`config.mk`:
```
export PLATFORM = sky130hd
export DESIGN_NAME = interrupt_vector_select
export DESIGN_NICKNAME = d
export VERILOG_FILES = /design/src/include/vector_pkg.sv /design/src/core/interrupt_vector_select.sv
export SDC_FILE = /design/constraint.sdc
export NUM_CORES = 1
export LEC_CHECK = 0
export BUFFER_PORTS_ARGS = -buffer_cell sky130_fd_sc_hd__clkbuf_2
export CORE_AREA = 8 8 99 101
export CTS_CLUSTER_DIAMETER = 200
export DETAILED_ROUTE_END_ITERATION = 8
export DIE_AREA = 0 0 107 109
export GPL_ROUTABILITY_DRIVEN = 0
export GPL_TIMING_DRIVEN = 0
export HOLD_SLACK_MARGIN = 0.05
export PLACE_DENSITY = 0.82
export SYNTH_ARGS = -nofsm -noshare
export SYNTH_HDL_FRONTEND = slang
export SYNTH_SLANG_ARGS = --single-unit
```
`constraint.sdc`:
```
create_clock -name CLOCK_I -period 4 [get_ports CLOCK_I]
set_input_delay 0.8 -clock CLOCK_I [delete_from_list [all_inputs] [get_ports CLOCK_I]]
set_output_delay 0.8 -clock CLOCK_I [all_outputs]
set_load 0.02 [all_outputs]
```
`src/include/vector_pkg.sv`:
```
// Constants shared by the exception vector selection unit
package vector_pkg;
	// ------------------------------------------------------------
	// Operating modes
	// ------------------------------------------------------------
	localparam logic [1:0] MODE_NATIVE = 2'h0;
	localparam logic [1:0] MODE_EMU16 = 2'h1;
	localparam logic [1:0] MODE_EMU8 = 2'h2;

	// ------------------------------------------------------------
	// Vector locations (low byte address, high byte is the next one)
	// ------------------------------------------------------------
	localparam logic [7:0] VECTOR_BANK = 8'h00;
	localparam logic [15:0] NAT_IRQ_VEC = 16'hFFDE;
	localparam logic [15:0] NAT_RSVD_VEC = 16'hFFDC;
	localparam logic [15:0] NAT_NMI_VEC = 16'hFFDA;
	localparam logic [15:0] NAT_ABORT_VEC = 16'hFFD8;
	localparam logic [15:0] NAT_BREAK_VEC = 16'hFFD6;
	localparam logic [15:0] NAT_TRAP_VEC = 16'hFFD4;
	localparam logic [15:0] EMU16_IRQ_VEC = 16'hFFEE;
	localparam logic [15:0] EMU16_RSVD_VEC = 16'hFFEC;
	localparam logic [15:0] EMU16_NMI_VEC = 16'hFFEA;
	localparam logic [15:0] EMU16_ABORT_VEC = 16'hFFE8;
	localparam logic [15:0] EMU16_BREAK_VEC = 16'hFFE6;
	localparam logic [15:0] EMU16_TRAP_VEC = 16'hFFE4;
	localparam logic [15:0] EMU8_IRQ_BREAK_VEC = 16'hFFFE;
	localparam logic [15:0] EMU8_RESET_VEC = 16'hFFFC;
	localparam logic [15:0] EMU8_NMI_VEC = 16'hFFFA;
	localparam logic [15:0] EMU8_ABORT_VEC = 16'hFFF8;
	localparam logic [15:0] EMU8_RSVD_VEC = 16'hFFF6;
	localparam logic [15:0] EMU8_TRAP_VEC = 16'hFFF4;

	// ------------------------------------------------------------
	// Status register bit positions
	// ------------------------------------------------------------
	localparam int P_IRQ_DISABLE_BIT = 2;
	localparam int P_DECIMAL_BIT = 3;

	// ------------------------------------------------------------
	// Software register map and reset values
	// ------------------------------------------------------------
	localparam logic [3:0] CTRL_OFFSET = 4'h0;
	localparam logic [3:0] STAT_OFFSET = 4'h4;
	localparam logic [3:0] COUNT_OFFSET = 4'h8;
	localparam int CTRL_IRQ_GATE_BIT = 0;
	localparam logic [31:0] CTRL_RESET = 32'h0000_0001;
	localparam logic [15:0] COUNT_RESET = 16'h0000;
	localparam int STAT_SRC_LSB = 0;
	localparam int STAT_BUSY_BIT = 4;
	localparam int STAT_MODE_LSB = 8;

	// ------------------------------------------------------------
	// Exception sources, highest priority first
	// ------------------------------------------------------------
	typedef enum logic [2:0] {
		SRC_RESET,
		SRC_ABORT,
		SRC_NMI,
		SRC_IRQ,
		SRC_BREAK,
		SRC_TRAP
	} src_t;
endpackage

```
`src/core/interrupt_vector_select.sv`:
```
// Exception vector selection and vector fetch sequencer
// Notes on behaviour
// RL1 - Native mode vectors: irq DE, nmi DA, abort D8, break D6, trap D4.
// RL2 - 16-bit emulation vectors: irq EE, nmi EA, abort E8, break E6, trap E4.
// RL3 - 8-bit emulation: irq and break share FE; nmi FA, abort F8, trap F4.
// RL4 - Reset always fetches its start vector from FFFC/FFFD.
// RL5 - Vector pull output is low during both vector read cycles only.
// RL6 - Taking any exception clears decimal flag and sets interrupt disable.
// RL7 - Vector reads always address bank zero.
// RL8 - Low byte read first at even address, high byte next, then loaded into PC.
`timescale 1ns/1ps
`default_nettype none
module interrupt_vector_select (
	// Clock and reset
	input wire logic CLOCK_I,
	input wire logic RST_I,
	// Interrupt pins, active low, asynchronous
	input wire logic IRQ_N_I,
	input wire logic NMI_N_I,
	input wire logic ABORT_N_I,
	// Software trap strobes and processor state
	input wire logic BREAK_I,
	input wire logic TRAP_I,
	input wire logic [1:0] MODE_I,
	input wire logic [7:0] STATUS_P_I,
	// Memory read port
	output logic [23:0] ADDR_O,
	output logic RD_O,
	input wire logic [7:0] DATA_I,
	output logic VEC_PULL_N_O,
	// Results to the processor
	output logic [15:0] PC_O,
	output logic PC_LOAD_O,
	output logic [7:0] STATUS_P_O,
	output logic BUSY_O,
	// Register port
	input wire logic [3:0] REG_ADDR_I,
	input wire logic [31:0] REG_WDATA_I,
	input wire logic REG_WR_I,
	input wire logic REG_RD_I,
	output logic [31:0] REG_RDATA_O
);
	// ------------------------------------------------------------
	// Declarations
	// ------------------------------------------------------------
	typedef enum logic [1:0] {
		ST_IDLE,
		ST_FETCH_LO,
		ST_FETCH_HI,
		ST_FINISH
	} state_t;

	state_t state_reg;
	state_t state_next;
	logic [2:0] irq_sync_reg;
	logic [2:0] nmi_sync_reg;
	logic [2:0] abort_sync_reg;
	logic irq_lvl_reg;
	logic nmi_lvl_reg;
	logic abort_lvl_reg;
	logic nmi_pend_reg;
	logic abort_pend_reg;
	logic reset_pend_reg;
	logic break_pend_reg;
	logic trap_pend_reg;
	logic irq_take;
	logic any_req;
	vector_pkg::src_t src_next;
	vector_pkg::src_t src_reg;
	logic [15:0] vec_addr;
	logic [15:0] vec_reg;
	logic [1:0] mode_reg;
	logic [7:0] lo_byte_reg;
	logic [31:0] ctrl_reg;
	logic [15:0] count_reg;
	logic nmi_fall;
	logic abort_fall;
	logic start;

	// ------------------------------------------------------------
	// Pin synchronisers: a level counts once stages two and three agree
	// ------------------------------------------------------------
	always_ff @(posedge CLOCK_I) begin
		if (RST_I) begin
			irq_sync_reg <= 3'h7;
			nmi_sync_reg <= 3'h7;
			abort_sync_reg <= 3'h7;
		end else begin
			irq_sync_reg <= {irq_sync_reg[1:0], IRQ_N_I};
			nmi_sync_reg <= {nmi_sync_reg[1:0], NMI_N_I};
			abort_sync_reg <= {abort_sync_reg[1:0], ABORT_N_I};
		end
	end

	// Filtered pin levels, updated only when the two late stages agree
	always_ff @(posedge CLOCK_I) begin
		if (RST_I) begin
			irq_lvl_reg <= 1'b1;
			nmi_lvl_reg <= 1'b1;
			abort_lvl_reg <= 1'b1;
		end else begin
			if (irq_sync_reg[1] == irq_sync_reg[2])
				irq_lvl_reg <= irq_sync_reg[2];
			if (nmi_sync_reg[1] == nmi_sync_reg[2])
				nmi_lvl_reg <= nmi_sync_reg[2];
			if (abort_sync_reg[1] == abort_sync_reg[2])
				abort_lvl_reg <= abort_sync_reg[2];
		end
	end

	// Falling edges of the edge-triggered pins
	assign nmi_fall = nmi_lvl_reg && (nmi_sync_reg[1] == nmi_sync_reg[2]) && !nmi_sync_reg[2];
	assign abort_fall = abort_lvl_reg && (abort_sync_reg[1] == abort_sync_reg[2])
		&& !abort_sync_reg[2];

	// ------------------------------------------------------------
	// Pending requests; a new event wins over the clear on acceptance
	// ------------------------------------------------------------
	assign start = (state_reg == ST_IDLE) && any_req;

	always_ff @(posedge CLOCK_I) begin
		if (RST_I) begin
			reset_pend_reg <= 1'b1; // Start vector is fetched after reset
			nmi_pend_reg <= 1'b0;
			abort_pend_reg <= 1'b0;
			break_pend_reg <= 1'b0;
			trap_pend_reg <= 1'b0;
		end else begin
			if (start && src_next == vector_pkg::SRC_RESET)
				reset_pend_reg <= 1'b0;
			nmi_pend_reg <= nmi_fall || (nmi_pend_reg && !(start && src_next == vector_pkg::SRC_NMI));
			abort_pend_reg <= abort_fall
				|| (abort_pend_reg && !(start && src_next == vector_pkg::SRC_ABORT));
			break_pend_reg <= BREAK_I
				|| (break_pend_reg && !(start && src_next == vector_pkg::SRC_BREAK));
			trap_pend_reg <= TRAP_I
				|| (trap_pend_reg && !(start && src_next == vector_pkg::SRC_TRAP));
		end
	end

	// Maskable request is a level gated by the disable flag and control bit
	assign irq_take = !irq_lvl_reg && !STATUS_P_I[vector_pkg::P_IRQ_DISABLE_BIT]
		&& ctrl_reg[vector_pkg::CTRL_IRQ_GATE_BIT];
	assign any_req = reset_pend_reg || abort_pend_reg || nmi_pend_reg || irq_take
		|| break_pend_reg || trap_pend_reg;

	// Priority choice among pending sources
	always_comb begin
		if (reset_pend_reg)
			src_next = vector_pkg::SRC_RESET;
		else if (abort_pend_reg)
			src_next = vector_pkg::SRC_ABORT;
		else if (nmi_pend_reg)
			src_next = vector_pkg::SRC_NMI;
		else if (irq_take)
			src_next = vector_pkg::SRC_IRQ;
		else if (break_pend_reg)
			src_next = vector_pkg::SRC_BREAK;
		else
			src_next = vector_pkg::SRC_TRAP;
	end

	// ------------------------------------------------------------
	// Vector table lookup by mode and source
	// ------------------------------------------------------------
	always_comb begin
		vec_addr = vector_pkg::EMU8_RESET_VEC;
		if (src_next == vector_pkg::SRC_RESET)
			vec_addr = vector_pkg::EMU8_RESET_VEC; // RL4
		else if (MODE_I == vector_pkg::MODE_EMU8) begin
			case (src_next) // RL3
				vector_pkg::SRC_ABORT: vec_addr = vector_pkg::EMU8_ABORT_VEC;
				vector_pkg::SRC_NMI: vec_addr = vector_pkg::EMU8_NMI_VEC;
				vector_pkg::SRC_TRAP: vec_addr = vector_pkg::EMU8_TRAP_VEC;
				default: vec_addr = vector_pkg::EMU8_IRQ_BREAK_VEC;
			endcase
		end else if (MODE_I == vector_pkg::MODE_EMU16) begin
			case (src_next) // RL2
				vector_pkg::SRC_ABORT: vec_addr = vector_pkg::EMU16_ABORT_VEC;
				vector_pkg::SRC_NMI: vec_addr = vector_pkg::EMU16_NMI_VEC;
				vector_pkg::SRC_BREAK: vec_addr = vector_pkg::EMU16_BREAK_VEC;
				vector_pkg::SRC_TRAP: vec_addr = vector_pkg::EMU16_TRAP_VEC;
				default: vec_addr = vector_pkg::EMU16_IRQ_VEC;
			endcase
		end else begin
			case (src_next) // RL1
				vector_pkg::SRC_ABORT: vec_addr = vector_pkg::NAT_ABORT_VEC;
				vector_pkg::SRC_NMI: vec_addr = vector_pkg::NAT_NMI_VEC;
				vector_pkg::SRC_BREAK: vec_addr = vector_pkg::NAT_BREAK_VEC;
				vector_pkg::SRC_TRAP: vec_addr = vector_pkg::NAT_TRAP_VEC;
				default: vec_addr = vector_pkg::NAT_IRQ_VEC;
			endcase
		end
	end

	// ------------------------------------------------------------
	// Fetch sequencer
	// ------------------------------------------------------------
	always_comb begin
		case (state_reg)
			ST_IDLE: state_next = any_req ? ST_FETCH_LO : ST_IDLE;
			ST_FETCH_LO: state_next = ST_FETCH_HI;
			ST_FETCH_HI: state_next = ST_FINISH;
			ST_FINISH: state_next = ST_IDLE;
			default: state_next = ST_IDLE;
		endcase
	end

	always_ff @(posedge CLOCK_I) begin
		if (RST_I)
			state_reg <= ST_IDLE;
		else
			state_reg <= state_next;
	end

	// Latch the chosen source, vector and mode at acceptance
	always_ff @(posedge CLOCK_I) begin
		if (RST_I) begin
			src_reg <= vector_pkg::SRC_RESET;
			vec_reg <= vector_pkg::EMU8_RESET_VEC;
			mode_reg <= vector_pkg::MODE_EMU8;
		end else if (start) begin
			src_reg <= src_next;
			vec_reg <= vec_addr;
			mode_reg <= MODE_I;
		end
	end

	// Bus outputs: even address then odd, both in bank zero, vector pull low
	always_ff @(posedge CLOCK_I) begin
		if (RST_I) begin
			ADDR_O <= 24'h000000;
			RD_O <= 1'b0;
			VEC_PULL_N_O <= 1'b1;
		end else if (state_next == ST_FETCH_LO) begin
			ADDR_O <= {vector_pkg::VECTOR_BANK, vec_addr}; // RL7
			RD_O <= 1'b1;
			VEC_PULL_N_O <= 1'b0; // RL5
		end else if (state_next == ST_FETCH_HI) begin
			ADDR_O <= {vector_pkg::VECTOR_BANK, vec_reg | 16'h0001}; // RL8
			RD_O <= 1'b1;
			VEC_PULL_N_O <= 1'b0; // RL5
		end else begin
			RD_O <= 1'b0;
			VEC_PULL_N_O <= 1'b1; // RL5
		end
	end

	// Read data arrives one cycle after each read; low byte first
	always_ff @(posedge CLOCK_I) begin
		if (RST_I)
			lo_byte_reg <= 8'h00;
		else if (state_reg == ST_FETCH_HI)
			lo_byte_reg <= DATA_I; // RL8
	end

	// Program counter and status results
	always_ff @(posedge CLOCK_I) begin
		if (RST_I) begin
			PC_O <= 16'h0000;
			PC_LOAD_O <= 1'b0;
			STATUS_P_O <= 8'h00;
		end else begin
			PC_LOAD_O <= (state_reg == ST_FINISH);
			if (state_reg == ST_FINISH) begin
				PC_O <= {DATA_I, lo_byte_reg}; // RL8
				STATUS_P_O <= STATUS_P_I;
				STATUS_P_O[vector_pkg::P_DECIMAL_BIT] <= 1'b0; // RL6
				STATUS_P_O[vector_pkg::P_IRQ_DISABLE_BIT] <= 1'b1; // RL6
			end
		end
	end

	// Busy from acceptance until the load cycle
	always_ff @(posedge CLOCK_I) begin
		if (RST_I)
			BUSY_O <= 1'b0;
		else
			BUSY_O <= (state_next != ST_IDLE);
	end

	// ------------------------------------------------------------
	// Software registers
	// ------------------------------------------------------------
	always_ff @(posedge CLOCK_I) begin
		if (RST_I)
			ctrl_reg <= vector_pkg::CTRL_RESET;
		else if (REG_WR_I && REG_ADDR_I == vector_pkg::CTRL_OFFSET)
			ctrl_reg <= {31'h0000_0000, REG_WDATA_I[vector_pkg::CTRL_IRQ_GATE_BIT]};
	end

	// Count of vectors taken; a write clears it, a take in that cycle then counts as one
	always_ff @(posedge CLOCK_I) begin
		if (RST_I)
			count_reg <= vector_pkg::COUNT_RESET;
		else if (state_reg == ST_FINISH)
			count_reg <= (REG_WR_I && REG_ADDR_I == vector_pkg::COUNT_OFFSET)
				? 16'h0001 : count_reg + 16'h0001;
		else if (REG_WR_I && REG_ADDR_I == vector_pkg::COUNT_OFFSET)
			count_reg <= vector_pkg::COUNT_RESET;
	end

	// Read data, valid the cycle after the strobe, zero otherwise
	always_ff @(posedge CLOCK_I) begin
		if (RST_I)
			REG_RDATA_O <= 32'h0000_0000;
		else if (!REG_RD_I)
			REG_RDATA_O <= 32'h0000_0000;
		else begin
			case (REG_ADDR_I)
				vector_pkg::CTRL_OFFSET: REG_RDATA_O <= ctrl_reg;
				vector_pkg::STAT_OFFSET: REG_RDATA_O <= {22'h000000, mode_reg, 3'h0,
					BUSY_O, 1'b0, src_reg};
				vector_pkg::COUNT_OFFSET: REG_RDATA_O <= {16'h0000, count_reg};
				default: REG_RDATA_O <= 32'h0000_0000;
			endcase
		end
	end
endmodule
`default_nettype wire

```
---- After elaboration in Yosys (flattened, before gate mapping) ----
Index checks and enable logic that the tools add are counted.
storage, ports and cells
  register bits after elaboration ......... 140
  output and inout port bits .............. 84
cells by class
  multiplexer cells ....................... 23
  eq/ne operators ......................... 16
  bitwise operators ....................... 1
  $add $sub $neg .......................... 1
  reductions and logical operators ........ 42
operators by type and width
  operator                                        count
  2-to-1 mux 16 bit                               8
  case mux 16 bit (3 select lines)                1
  case mux 4 bit (4 select lines)                 2
  logical AND 1 bit                               18
  adder 16 x 1 -> 16 bit (second input constant)  1
  2-to-1 mux 3 bit                                4
  case mux 4 bit (3 select lines)                 1
  logical OR 1 bit                                9
  == test 2 bit (second input constant)           4
  logical NOT 1 bit                               8
  case mux 2 bit (4 select lines)                 1
  == test 2 x 1 -> 1 bit (second input constant)  3
  == test 3 bit (second input constant)           2
  2-to-1 mux 1 bit                                6
  nonzero test 2 bit                              3
  == test 4 x 3 -> 1 bit (second input constant)  1
  == test 4 bit (second input constant)           1
  logical NOT 4 bit                               1
  == test 1 bit                                   3
  == test 3 x 1 -> 1 bit (second input constant)  1
  == test 3 x 2 -> 1 bit (second input constant)  1
  logical NOT 3 bit                               1
  logical NOT 2 bit                               1
  OR reduction 2 bit                              1
  NOT 1 bit                                       1

---- Longest topological paths before layout ----
Gate-level depths: netlist (run 1).
  word-level depth ........................ 13
  mapped depth ............................ 11
  depth with buffers taken out ............ 9

---- Worst setup path before layout (run 1) ----
Ideal clock, no wire load.
  kind .................................... input port to flip-flop
  start ................................... input port STATUS_P_I[2]
  end ..................................... register ADDR_O[3]
  buffers on the path ..................... 1
  stages .................................. 8
  library setup time ...................... 70 ps
  data required time ...................... 3930 ps
  data arrival time ....................... 2677 ps
  path slack .............................. 1253 ps
  cell sequence ........................... nor3b_1 nor4_1 a31o_2 ha_1 clkbuf_1 o21ai_0 a31o_2 a21oi_1
on the way
  longest elaborated chain between the ends .. 13
RTL lines
  what                                   line                                                                                            source
  start: declaration                     interrupt_vector_select.sv:25                                                                   input wire logic [7:0] STATUS_P_I,
  logical NOT 1 bit *                    interrupt_vector_select.sv:142                                                                  assign irq_take = !irq_lvl_reg && !STATUS_P_I[vector_pkg::P_IRQ_DISABLE_BIT]
  logical AND 1 bit *                    interrupt_vector_select.sv:142
  logical AND 1 bit *                    interrupt_vector_select.sv:143                                                                  && ctrl_reg[vector_pkg::CTRL_IRQ_GATE_BIT];
  2-to-1 mux 3 bit                       interrupt_vector_select.sv:155                                                                  else if (irq_take)
  2-to-1 mux 3 bit                       interrupt_vector_select.sv:153                                                                  else if (nmi_pend_reg)
  2-to-1 mux 3 bit                       interrupt_vector_select.sv:151                                                                  else if (abort_pend_reg)
  2-to-1 mux 3 bit                       interrupt_vector_select.sv:149                                                                  if (reset_pend_reg)
  == test 3 bit (tied with other cells)  interrupt_vector_select.sv:171, interrupt_vector_select.sv:178, interrupt_vector_select.sv:186
  case mux 4 bit (4 select lines)        interrupt_vector_select.sv:178, interrupt_vector_select.sv:186
  2-to-1 mux 16 bit                      interrupt_vector_select.sv:177                                                                  end else if (MODE_I == vector_pkg::MODE_EMU16) begin
  2-to-1 mux 16 bit                      interrupt_vector_select.sv:170                                                                  else if (MODE_I == vector_pkg::MODE_EMU8) begin
  2-to-1 mux 16 bit                      interrupt_vector_select.sv:168                                                                  if (src_next == vector_pkg::SRC_RESET)
  2-to-1 mux 16 bit                      interrupt_vector_select.sv:235                                                                  end else if (state_next == ST_FETCH_LO) begin
  end signal: assignment                 interrupt_vector_select.sv:236                                                                  ADDR_O <= {vector_pkg::VECTOR_BANK, vec_addr};
  end signal: assignment                 interrupt_vector_select.sv:240                                                                  ADDR_O <= {vector_pkg::VECTOR_BANK, vec_reg | 16'h0001};
  end: declaration                       interrupt_vector_select.sv:27                                                                   output logic [23:0] ADDR_O,
Every way passes the cells marked *; elsewhere a longest branch is shown, timed or not.
A chain may end at the register's enable or synchronous reset.

---- Worst setup path in the final report (run 1) ----
  start ................................... input port STATUS_P_I[2]
  end ..................................... register ADDR_O[1]
Same word-level chain as after synthesis.

==> metrics.yaml, run 1 <==
syn-cell-area_um2: 4210
final_cell_mix: "dfxtp_1, clkbuf_2, nor2_1"
fin_setup_tns_ps: 0
overflow: 0
fin_nets: 639
synth_mux_area_share_pct: 8.36
yosys.cell_types.count: 48
grt_start_max_net_pins: 16
antenna_left: 0
ys_ff_latch: 104
max_cap_viol_count: 0
synth_top_family_by_area: "simple AND/OR/NAND/NOR gates"
cts_setup_buffers: 0
synth-seq-area-share_pct: 49.5
core_um2: 8380
synth-xor-area-share_pct: 2.29
min_period_ps: 3030
cts_tree: "done"
post-dp-hpwl_mm: 7.10
vias: 3437
setup_viol: 0
status: "completed"
p_per_area_nw_per_um2: 590
yosys.area_share.adder_pct: 2.68
ir_drop_v: 0.000343
drive_gt1_share_pct: 27.4
timing.slew.headroom_pct: 43.1
yosys_warnings: 0
pin_count: 147
cts_resized: 0
hold_class: "reg -> reg"
min_from: "nmi_sync_reg[0]"
netlist_instances: 443
std_cell_rows: 34
synth_compound_area_share_pct: 7.74
clock-sinks: 104
fmax_mhz: 330
setup_slack_ps: 973
reg2reg_from: "ctrl_reg[0]"
cp_slowest_cell: "nor3b_1"
rsz0062_at_grt: "false"
wl_per_cell_um: 14.1
die_area_um2: 11700
leakage_nw: 2.20
area_growth_pct: 20.9
initial_core_util_pct: 50.2
crit_type: "in -> reg"
synth.avg_cell_area_um2: 9.49
die_w_um: 107
worstRegToRegCells: 8
grt_use_total_pct: 16.3
crit_path_start_kind: "primary input"
grt_pass1_vias: 3329
endpoint_kind: "register"
worstPathCellList: "clkbuf_2, nor3b_1, nor4_1, a31o_2, ha_1, clkbuf_1, inv_1, a21oi_1, o22ai_1"
r2r_slack_ps: 1030
drtIter0Drc: 229
slew_viol_final: 0
r2r-end: "ADDR_O[1]"
clockBufferDepth: 2
grt_antenna_before_repair: 0
dieHeight_um: 109
mostFrequentLayoutCell: "dfxtp_1"
slowest_delay_ps: 660
whs_endpoint: "nmi_sync_reg[1]"
skew_ps: 11.8
drt-total-wl_mm: 9.53
fin_cells: 678
clk_latency_ps: 370
synth_simple_gate_area_share_pct: 19.8
pre_cts_ws_ps: 649
grt_pass1_wl_mm: 15.3
drt_pass1_iterations: 8
hold_depth: 1
cp_max_fo: 10
critical_path_arrival_ps: 3270
required_ps: 4240
vias_per_cell: 5.07
antenna_cells: 0
io_buffers: 89
ctsHtreeMaxLevel: 3
post-route-period-util_pct: 75.7
dp.cells: 664
worst_slew_pin_slew_ps: 852
drcViolationCount: 0
root_buffer: "clkbuf_8"
ctsHoldBuffers: 0
cts_made_buffers: 9
path_clk_slew_ps: 90
hold_violations: 0
-- logic make-up (layout without fill, tap and decap cells) --
group | Yosys count | in the layout
AOI/OAI and AO/OA | 49 | 49
xor gates and xnor gates | 11 | 11
adders and majority gates | 9 | 9
buffers and inverters | 68 | 171
DFF | 104 | 104
muxes | 35 | 35
other | 1 | 25
and+or+nand+nor | 166 | 166
-- final cells by class --
class / count / area [um^2]
well taps: 108 / 135
fillers: 756 / 3300
clock buffers: 10 / 138
multi-input cells: 295 / 1810
flip-flops and latches: 104 / 2080
plain buffers: 58 / 364
repair buffers: 89 / 445
inverters: 10 / 37.5
clock inverters: 4 / 70.1
-- Yosys cell counts (all sizes together) --
master  instances  area [um^2]
dfxtp         104         2080
nor2           74          278
buf            44          312
mux2i          34          340
a21oi          16         80.1
clkbuf         14         52.6
nand2          13         48.8
and2           11         68.8
inv            10         37.5
nor3           10         50.1
or2            10         62.6
ha              9          113
nand2b          8         50.1
nand3           8         40.0
a22oi           6         45.0
nand4           6         37.5
xnor2           6         52.6
nand3b          5         37.5
nor3b           5         37.5
nor4            5         31.3
o21ai           5         25.0
xor2            5         43.8
o21bai          4         30.0
nor4b           3         32.5
o32ai           3         26.3
a211oi          2         15.0
a31o            2         17.5
o211ai          2         15.0
o22ai           2         12.5
or3             2         12.5
or4             2         15.0
a21boi          1         7.51
a21o            1         7.51
a221o           1         10.0
a221oi          1         8.76
and3            1         6.26
and3b           1         8.76
and4            1         8.76
conb            1         3.75
mux2            1         11.3
nor2b           1         6.26
o221ai          1         8.76
o31a            1         8.76
o31ai           1         7.51
-- worst max-delay path, delay by kind of cell --
family / cells / cell delay [ps]
simple gates: 2 / 920
fa+ha+maj: 1 / 270
compound gates: 3 / 600
buf+inv: 3 / 660
-- layer usage --
layer	part of all wire (%)	global-route usage (%)
met4	1.7	7.04
met3	8.2	5.50
met1	39	17.8
met5	0	0
met2	51	28.4
-- metrics by stage --
| stage | utilization [%] | power (mW) | instance area (um^2) | hold slack (ps) |
|---|---|---|---|---|
| global placement | 58.2 | 2.28 | 4880 | 392 |
| CTS | 60.7 | 3.01 | 5080 | 414 |
| floorplan | - | 2.03 | 4300 | 389 |
| global route | 60.7 | 3.18 | 5080 | 432 |
| detailed placement | 58.2 | 2.32 | 4880 | 394 |
| finish | 60.7 | 3.00 | 5080 | 413 |
-- report_power, final --
part / switching [mW] / internal, mW / leakage, nW
clock network: 0.336 / 0.361 / 0.108
registers: 0.0794 / 1.16 / 0.846
logic: 0.644 / 0.419 / 1.25
total: 1.06 / 1.94 / 2.20
-- worst max path at each step --
stage,startpoint,cells after the start,slack [ps],to
3_5_place_dp,STATUS_P_I[2],9,650,ADDR_O[1]
6_report,STATUS_P_I[2],9,970,ADDR_O[1]
3_3_place_gp,STATUS_P_I[2],9,710,ADDR_O[3]
4_1_cts,STATUS_P_I[2],9,1050,ADDR_O[1]
2_1_floorplan,STATUS_P_I[2],8,1250,ADDR_O[3]
5_1_grt,STATUS_P_I[2],9,810,ADDR_O[1]
(Power assumes the default switching activity.)
==> run 2, diff against run 1 <==
--- a/config.mk
+++ b/config.mk
@@ -5,15 +5,16 @@
 export SDC_FILE = /design/constraint.sdc
 export NUM_CORES = 1
 export LEC_CHECK = 0
+export ABC_AREA = 1
 export BUFFER_PORTS_ARGS = -buffer_cell sky130_fd_sc_hd__clkbuf_2
-export CORE_AREA = 8 8 99 101
+export CORE_AREA = 8 8 107 109
 export CTS_CLUSTER_DIAMETER = 200
 export DETAILED_ROUTE_END_ITERATION = 8
-export DIE_AREA = 0 0 107 109
+export DIE_AREA = 0 0 115 117
 export GPL_ROUTABILITY_DRIVEN = 0
 export GPL_TIMING_DRIVEN = 0
 export HOLD_SLACK_MARGIN = 0.05
-export PLACE_DENSITY = 0.82
+export PLACE_DENSITY = 0.75
 export SYNTH_ARGS = -nofsm -noshare
 export SYNTH_HDL_FRONTEND = slang
 export SYNTH_SLANG_ARGS = --single-unit
==> constraint.sdc (replaced) <==
create_clock -name CLOCK_I -period 2.65 [get_ports CLOCK_I]
set_input_delay 0.53 -clock CLOCK_I [delete_from_list [all_inputs] [get_ports CLOCK_I]]
set_output_delay 0.53 -clock CLOCK_I [all_outputs]
set_load 0.02 [all_outputs]
==> metrics.yaml, run 2 <==
status: "completed"  # unchanged
final_cell_mix: "dfxtp_1, nor2_1, clkbuf_2"  # was dfxtp_1, clkbuf_2, nor2_1
r2r_slack_ps: 310  # was 1030 ps
antenna_left: 0  # unchanged
fmax_mhz: 428
initial_core_util_pct: 43.4  # was 50.2%
root_buffer: "clkbuf_8"  # unchanged
synthArstFlopShare_pct: 0  # unchanged
ir_drop_v: 0.000335  # was 0.000343 V
cp_max_fo: 9  # was 10
grt_antenna_before_repair: 0  # unchanged
clockBufferDepth: 2  # unchanged
required_ps: 2960  # was 4240 ps
drt_pass1_iterations: 4  # was 8
cts_resized: 0  # unchanged
crit_path_start_kind: "register"  # was primary input
yosys-top-cells-area: "dfxtp_1, nor2_1, buf_4"  # was dfxtp_1, mux2i_1, nor2_1
ys_ff_latch: 104  # unchanged
setup_viol: 0  # unchanged
ctsHoldBuffers: 0  # unchanged
grt_pass1_wl_mm: 16.5  # was 15.3 mm
mostFrequentLayoutCell: "dfxtp_1"  # unchanged
fin_nets: 724  # was 639
dieHeight_um: 117  # was 109 um
skew_ps: 12.1  # was 11.8 ps
min_period_ps: 2340
hold_class: "in -> reg"  # was reg -> reg
antenna_cells: 0  # unchanged
io_buffers: 87  # was 89
r2r-end: "ADDR_O[3]"  # was ADDR_O[1]
rsz0062_at_grt: "false"  # unchanged
post-route-period-util_pct: 88.2
ctsHtreeMaxLevel: 3  # unchanged
timing.slew.headroom_pct: 63.9  # was 43.1%
die_area_um2: 13500  # was 11700 um^2
die_w_um: 115  # was 107 um
synth.avg_cell_area_um2: 8.11  # was 9.49 um^2
synth_area_leader_cell: "dfxtp_1"  # unchanged
cts_made_buffers: 9  # unchanged
endpoint_kind: "register"  # unchanged
slew_viol_final: 0  # unchanged
vias: 3616  # was 3437
wl_per_cell_um: 12.5  # was 14.1 um
yosys_warnings: 0  # unchanged
yosys.cell_types.count: 35  # was 48
leakage_nw: 2.48  # was 2.20 nW
pin_count: 147  # unchanged
grt_start_max_net_pins: 17  # was 16
crit_type: "reg -> reg"  # was in -> reg
whs_endpoint: "abort_sync_reg[0]"  # was nmi_sync_reg[1]
clk_latency_ps: 360  # was 370 ps
worstRegToRegCells: 14  # was 8
hold_violations: 0  # unchanged
yosysMostFrequentCell: "dfxtp_1"  # unchanged
critical_path_arrival_ps: 2650  # was 3270 ps
path_clk_slew_ps: 90  # about the same
synth_common_cells: "dfxtp_1, nor2_1, nand2_1"  # was dfxtp_1, nor2_1, buf_4, mux2i_1, a21oi_1
post-dp-hpwl_mm: 7.73  # was 7.10 mm
drive_gt1_share_pct: 29.7  # was 27.4%
overflow: 0  # unchanged
hold_ws_ps: 344  # was 413 ps
drt-total-wl_mm: 9.95  # was 9.53 mm
fill_cells: 978  # was 756
fin_setup_tns_ps: 0  # unchanged
max_cap_viol_count: 0  # unchanged
synth_edf_count: 0  # unchanged
synth_top_area_share_pct: 48.4  # was 49.5%
area_growth_pct: 20.3  # was 20.9%
drcViolationCount: 0  # unchanged
netlist_instances: 530  # was 443
cts_setup_buffers: 0  # unchanged
grt_use_total_pct: 15.3  # was 16.3%
synthFlopType: "dfxtp_1"  # unchanged
hold_depth: 2  # was 1
std_cell_rows: 37  # was 34
min_from: "ABORT_N_I"  # was nmi_sync_reg[0]
reg2reg_from: "state_reg[0]"  # was ctrl_reg[0]
cts_tree: "done"  # unchanged
synth-seq-area-share_pct: 48.4  # was 49.5%
drtIter0Drc: 118  # was 229
p_per_area_nw_per_um2: 820  # was 590 nW/um^2
core_um2: 9910  # was 8380 um^2
clock-sinks: 104  # unchanged
syn-cell-area_um2: 4300  # was 4210 um^2
grt_pass1_vias: 3577  # was 3329
worst_slew_pin_slew_ps: 541  # was 852 ps
vias_per_cell: 4.56  # was 5.07
[run 2: changes by cell type after synthesis, sizes merged, moves of 6 or more]
cell / delta
nand4: +6
a21oi: +10
nand2b: -8
and2: -11
nor2: +27
xnor2: -6
o21ai: +43
mux2i: -34
clkbuf: -7
nand2: +56
inv: +40
nand3: +21
[run 2: cells by family after synthesis]
logic type / count (synthesis) / synth area share [%]
other: 1 / 0.0872
DFF: 104 / 48.4
buffers and inverters: 102 / 12.6
AOI/OAI and AO/OA: 80 / 10.0
xor gates and xnor gates: 3 / 0.611
and+or+nand+nor: 231 / 25.6
adders and majority gates: 9 / 2.62
[run 2: area by class of cell]
cell class	count	area [um^2]	share of cell area, %
buffer	51	350	6.77
clock buffer	11	141	2.73
clock inverter	5	32.5	0.629
inverter	51	191	3.70
multi-input combinational	348	1770	34.2
timing repair buffer	87	435	8.42
tap	136	170	3.29
sequential	104	2080	40.3
[run 2: layer usage]
metal | GRT usage (%) | share of wire, % | up-vias
met5 | 0 | 0 | -
met4 | 5.78 | 1.7 | 0
met3 | 4.77 | 6.5 | 14
met2 | 25.8 | 48 | 92
met1 | 17.9 | 44 | 1628
li1 | - | - | 1882
[run 2: worst max-delay path by stage]
stage / slack, ps / end / startpoint / cells after the start
after floorplan: 590 / ADDR_O[1] / state_reg[0] / 14
after global placement: 240 / ADDR_O[1] / state_reg[0] / 14
after detailed placement: 180 / ADDR_O[5] / state_reg[0] / 14
after CTS: 150 / ADDR_O[3] / state_reg[0] / 14
after global routing: 50 / ADDR_O[5] / state_reg[0] / 14
final: 310 / ADDR_O[3] / state_reg[0] / 14
[run 2: worst max-delay path, stage by stage, from the launching register on]
cell     delay [ps]
dfxtp_1         330
inv_1           110
ha_2            280
inv_2           120
or2_0           210
nand2_1         110
inv_2            50
ha_1            320
inv_1            80
nor2_4          150
inv_2            50
or2_1           240
inv_2           100
a22oi_1          70
nand2_1          80
[run 2: through the flow]
| step | cell area (um^2) | cells | util (%) | setup WS [ps] | power, mW |
|---|---|---|---|---|---|
| floorplan | 4390 | 554 | - | 591 | 2.97 |
| global placement | 5000 | 777 | 50.4 | 244 | 3.35 |
| detailed placement | 5000 | 777 | 50.4 | 176 | 3.40 |
| CTS | 5170 | 793 | 52.2 | 150 | 4.28 |
| global route | 5170 | 793 | 52.2 | 52.8 | 4.53 |
| finish | 5170 | 793 | 52.2 | 312 | 4.24 |
[run 2: power by group]
group          internal [mW]  total, mW  leakage [nW]  switching [mW]
clock                  0.364      0.888        0.0813           0.523
combinational          0.509       1.42          1.55           0.907
sequential              1.80       1.94         0.848           0.138
total                   2.67       4.24          2.48            1.57
==> run 3, diff against run 2 <==
==> constraint.sdc (replaced) <==
create_clock -name CLOCK_I -period 2.65 [get_ports CLOCK_I]
set_input_delay 0.1325 -clock CLOCK_I [delete_from_list [all_inputs] [get_ports CLOCK_I]]
set_output_delay 0.1325 -clock CLOCK_I [all_outputs]
set_load 0.02 [all_outputs]
==> metrics.yaml, run 3 (synthesis results as in run 2) <==
max_cap_viol_count: 0  # unchanged
root_buffer: "clkbuf_8"  # unchanged
std_cell_rows: 37  # unchanged
die_area_um2: 13500  # unchanged
drt_pass1_iterations: 4  # unchanged
drive_gt1_share_pct: 28.6  # was 29.7%
slew_viol_final: 0  # unchanged
hold_class: "in -> reg"  # unchanged
core_um2: 9910  # unchanged
fmax_mhz: 426  # was 428 MHz
rsz0062_at_grt: "false"  # unchanged
dp.cells: 777  # unchanged
r2r_slack_ps: 300  # was 310 ps
grt_use_met3_pct: 4.67  # was 4.77%
grt_pass1_vias: 3695  # was 3577
drt-total-wl_mm: 10.2  # was 9.95 mm
grt_busiest_layer: "met2"  # unchanged
path_clk_slew_ps: 90  # about the same
fin_setup_tns_ps: 0  # unchanged
drtIter0Drc: 139  # was 118
startpoint: "state_reg[0]"  # unchanged
cp-endpoint: "ADDR_O[3]"  # unchanged
fin_cells: 817  # was 793
die_w_um: 115  # unchanged
timing.slew.headroom_pct: 63.7  # was 63.9%
grt_antenna_before_repair: 0  # unchanged
worstRegToRegCells: 14  # unchanged
placed_area_um2: 5000  # unchanged
io_buffers: 87  # unchanged
vias: 3721  # was 3616
status: "completed"  # unchanged
drcViolationCount: 0  # unchanged
clk_latency_ps: 360  # about the same
grt_start_max_net_pins: 17  # unchanged
final_cell_mix: "dfxtp_1, nor2_1, clkbuf_2"  # unchanged
antenna_left: 0  # unchanged
min_period_ps: 2350  # was 2340 ps
pin_count: 147  # unchanged
cts_tree: "done"  # unchanged
use_met1_pct: 18.3  # was 17.9%
clockBufferDepth: 2  # unchanged
overflow: 0  # unchanged
clock-sinks: 104  # unchanged
critical_path_arrival_ps: 2660  # was 2650 ps
crit_type: "reg -> reg"  # unchanged
hold_violations: 0  # unchanged
endpoint_kind: "register"  # unchanged
antenna_cells: 0  # unchanged
grt_pass1_wl_mm: 17.0  # was 16.5 mm
cp_max_fo: 9  # unchanged
gr-usage-met2_pct: 27.2  # was 25.8%
leakage_nw: 2.58  # was 2.48 nW
p_per_area_nw_per_um2: 790  # was 820 nW/um^2
initial_core_util_pct: 43.4  # unchanged
ctsHtreeMaxLevel: 3  # unchanged
required_ps: 2960  # about the same
dieHeight_um: 117  # unchanged
wl_per_cell_um: 12.5  # about the same
grt_use_total_pct: 15.8  # was 15.3%
hold_depth: 4  # was 2
vias_per_cell: 4.55  # was 4.56
area_growth_pct: 25.9  # was 20.3%
ir_drop_v: 0.000328  # was 0.000335 V
worst_slew_pin_slew_ps: 544  # was 541 ps
fin_nets: 748  # was 724
mostFrequentLayoutCell: "dfxtp_1"  # unchanged
post-route-period-util_pct: 88.6  # was 88.2%
r2r-end: "ADDR_O[3]"  # unchanged
cts_setup_buffers: 0  # unchanged
skew_ps: 11.4  # was 12.1 ps
cts_made_buffers: 9  # unchanged
reg2reg_from: "state_reg[0]"  # unchanged
crit_path_start_kind: "register"  # unchanged
setup_viol: 0  # unchanged
post-dp-hpwl_mm: 7.73  # unchanged
final_cell_area_um2: 5410  # was 5170 um^2
run 3: timing repair:
item | CTS | global route
hold endpoints to repair | 33 | 0
resized for setup | 0 | 1
hold buffers | 24 | 0
setup endpoints to repair | 0 | 5
run 3: critical path, cell delays in order, from the launching register on:
cell and delay, ps:
dfxtp_1 330, inv_1 110, ha_2 280, inv_2 120, or2_0 210, nand2_1 120
inv_2 50, ha_1 320, inv_1 80, nor2_4 150, inv_2 50, or2_1 240
inv_2 100, a22oi_1 70, nand2_1 80
run 3: layer usage:
| metal | routed length (um) | share of wire [%] |
|---|---|---|
| met1 | 4440 | 43 |
| met2 | 4950 | 48 |
| met3 | 694 | 6.8 |
| met4 | 164 | 1.6 |
| met5 | 0 | 0 |
run 3: cell type report:
cell class | instances | area, um^2
plain buffers | 51 | 350
clock buffers | 11 | 141
clock inverters | 5 | 32.5
fillers | 944 | 4490
inverters | 51 | 191
multi-input cells | 348 | 1770
flip-flops and latches | 104 | 2080
well taps | 136 | 170
repair buffers | 111 | 676
run 3: through the flow:
stage               hold slack (ps)  utilization [%]  worst slack, ps  total power, mW
global route                   97.4             54.6             52.0             4.56
CTS                            56.6             54.6              150             4.31
finish                         72.4             54.6              301             4.27
detailed placement              316             50.4              176             3.40
global placement                315             50.4              244             3.35
floorplan                       236                -              591             2.97
run 3: how the worst min path moves through the flow:
stage              start                 to  slack [ps]
2_1_floorplan  ABORT_N_I  abort_sync_reg[0]         240
3_3_place_gp     IRQ_N_I    irq_sync_reg[0]         310
3_5_place_dp   ABORT_N_I  abort_sync_reg[0]         320
4_1_cts         REG_WR_I        ctrl_reg[0]          60
5_1_grt         REG_WR_I        ctrl_reg[0]         100
6_report        REG_WR_I        ctrl_reg[0]          70
run 3: report_power, final:
group          switching, mW  internal [mW]  total (mW)
logic                  0.918          0.532        1.45
clock network          0.523          0.364       0.888
registers              0.138           1.80        1.94
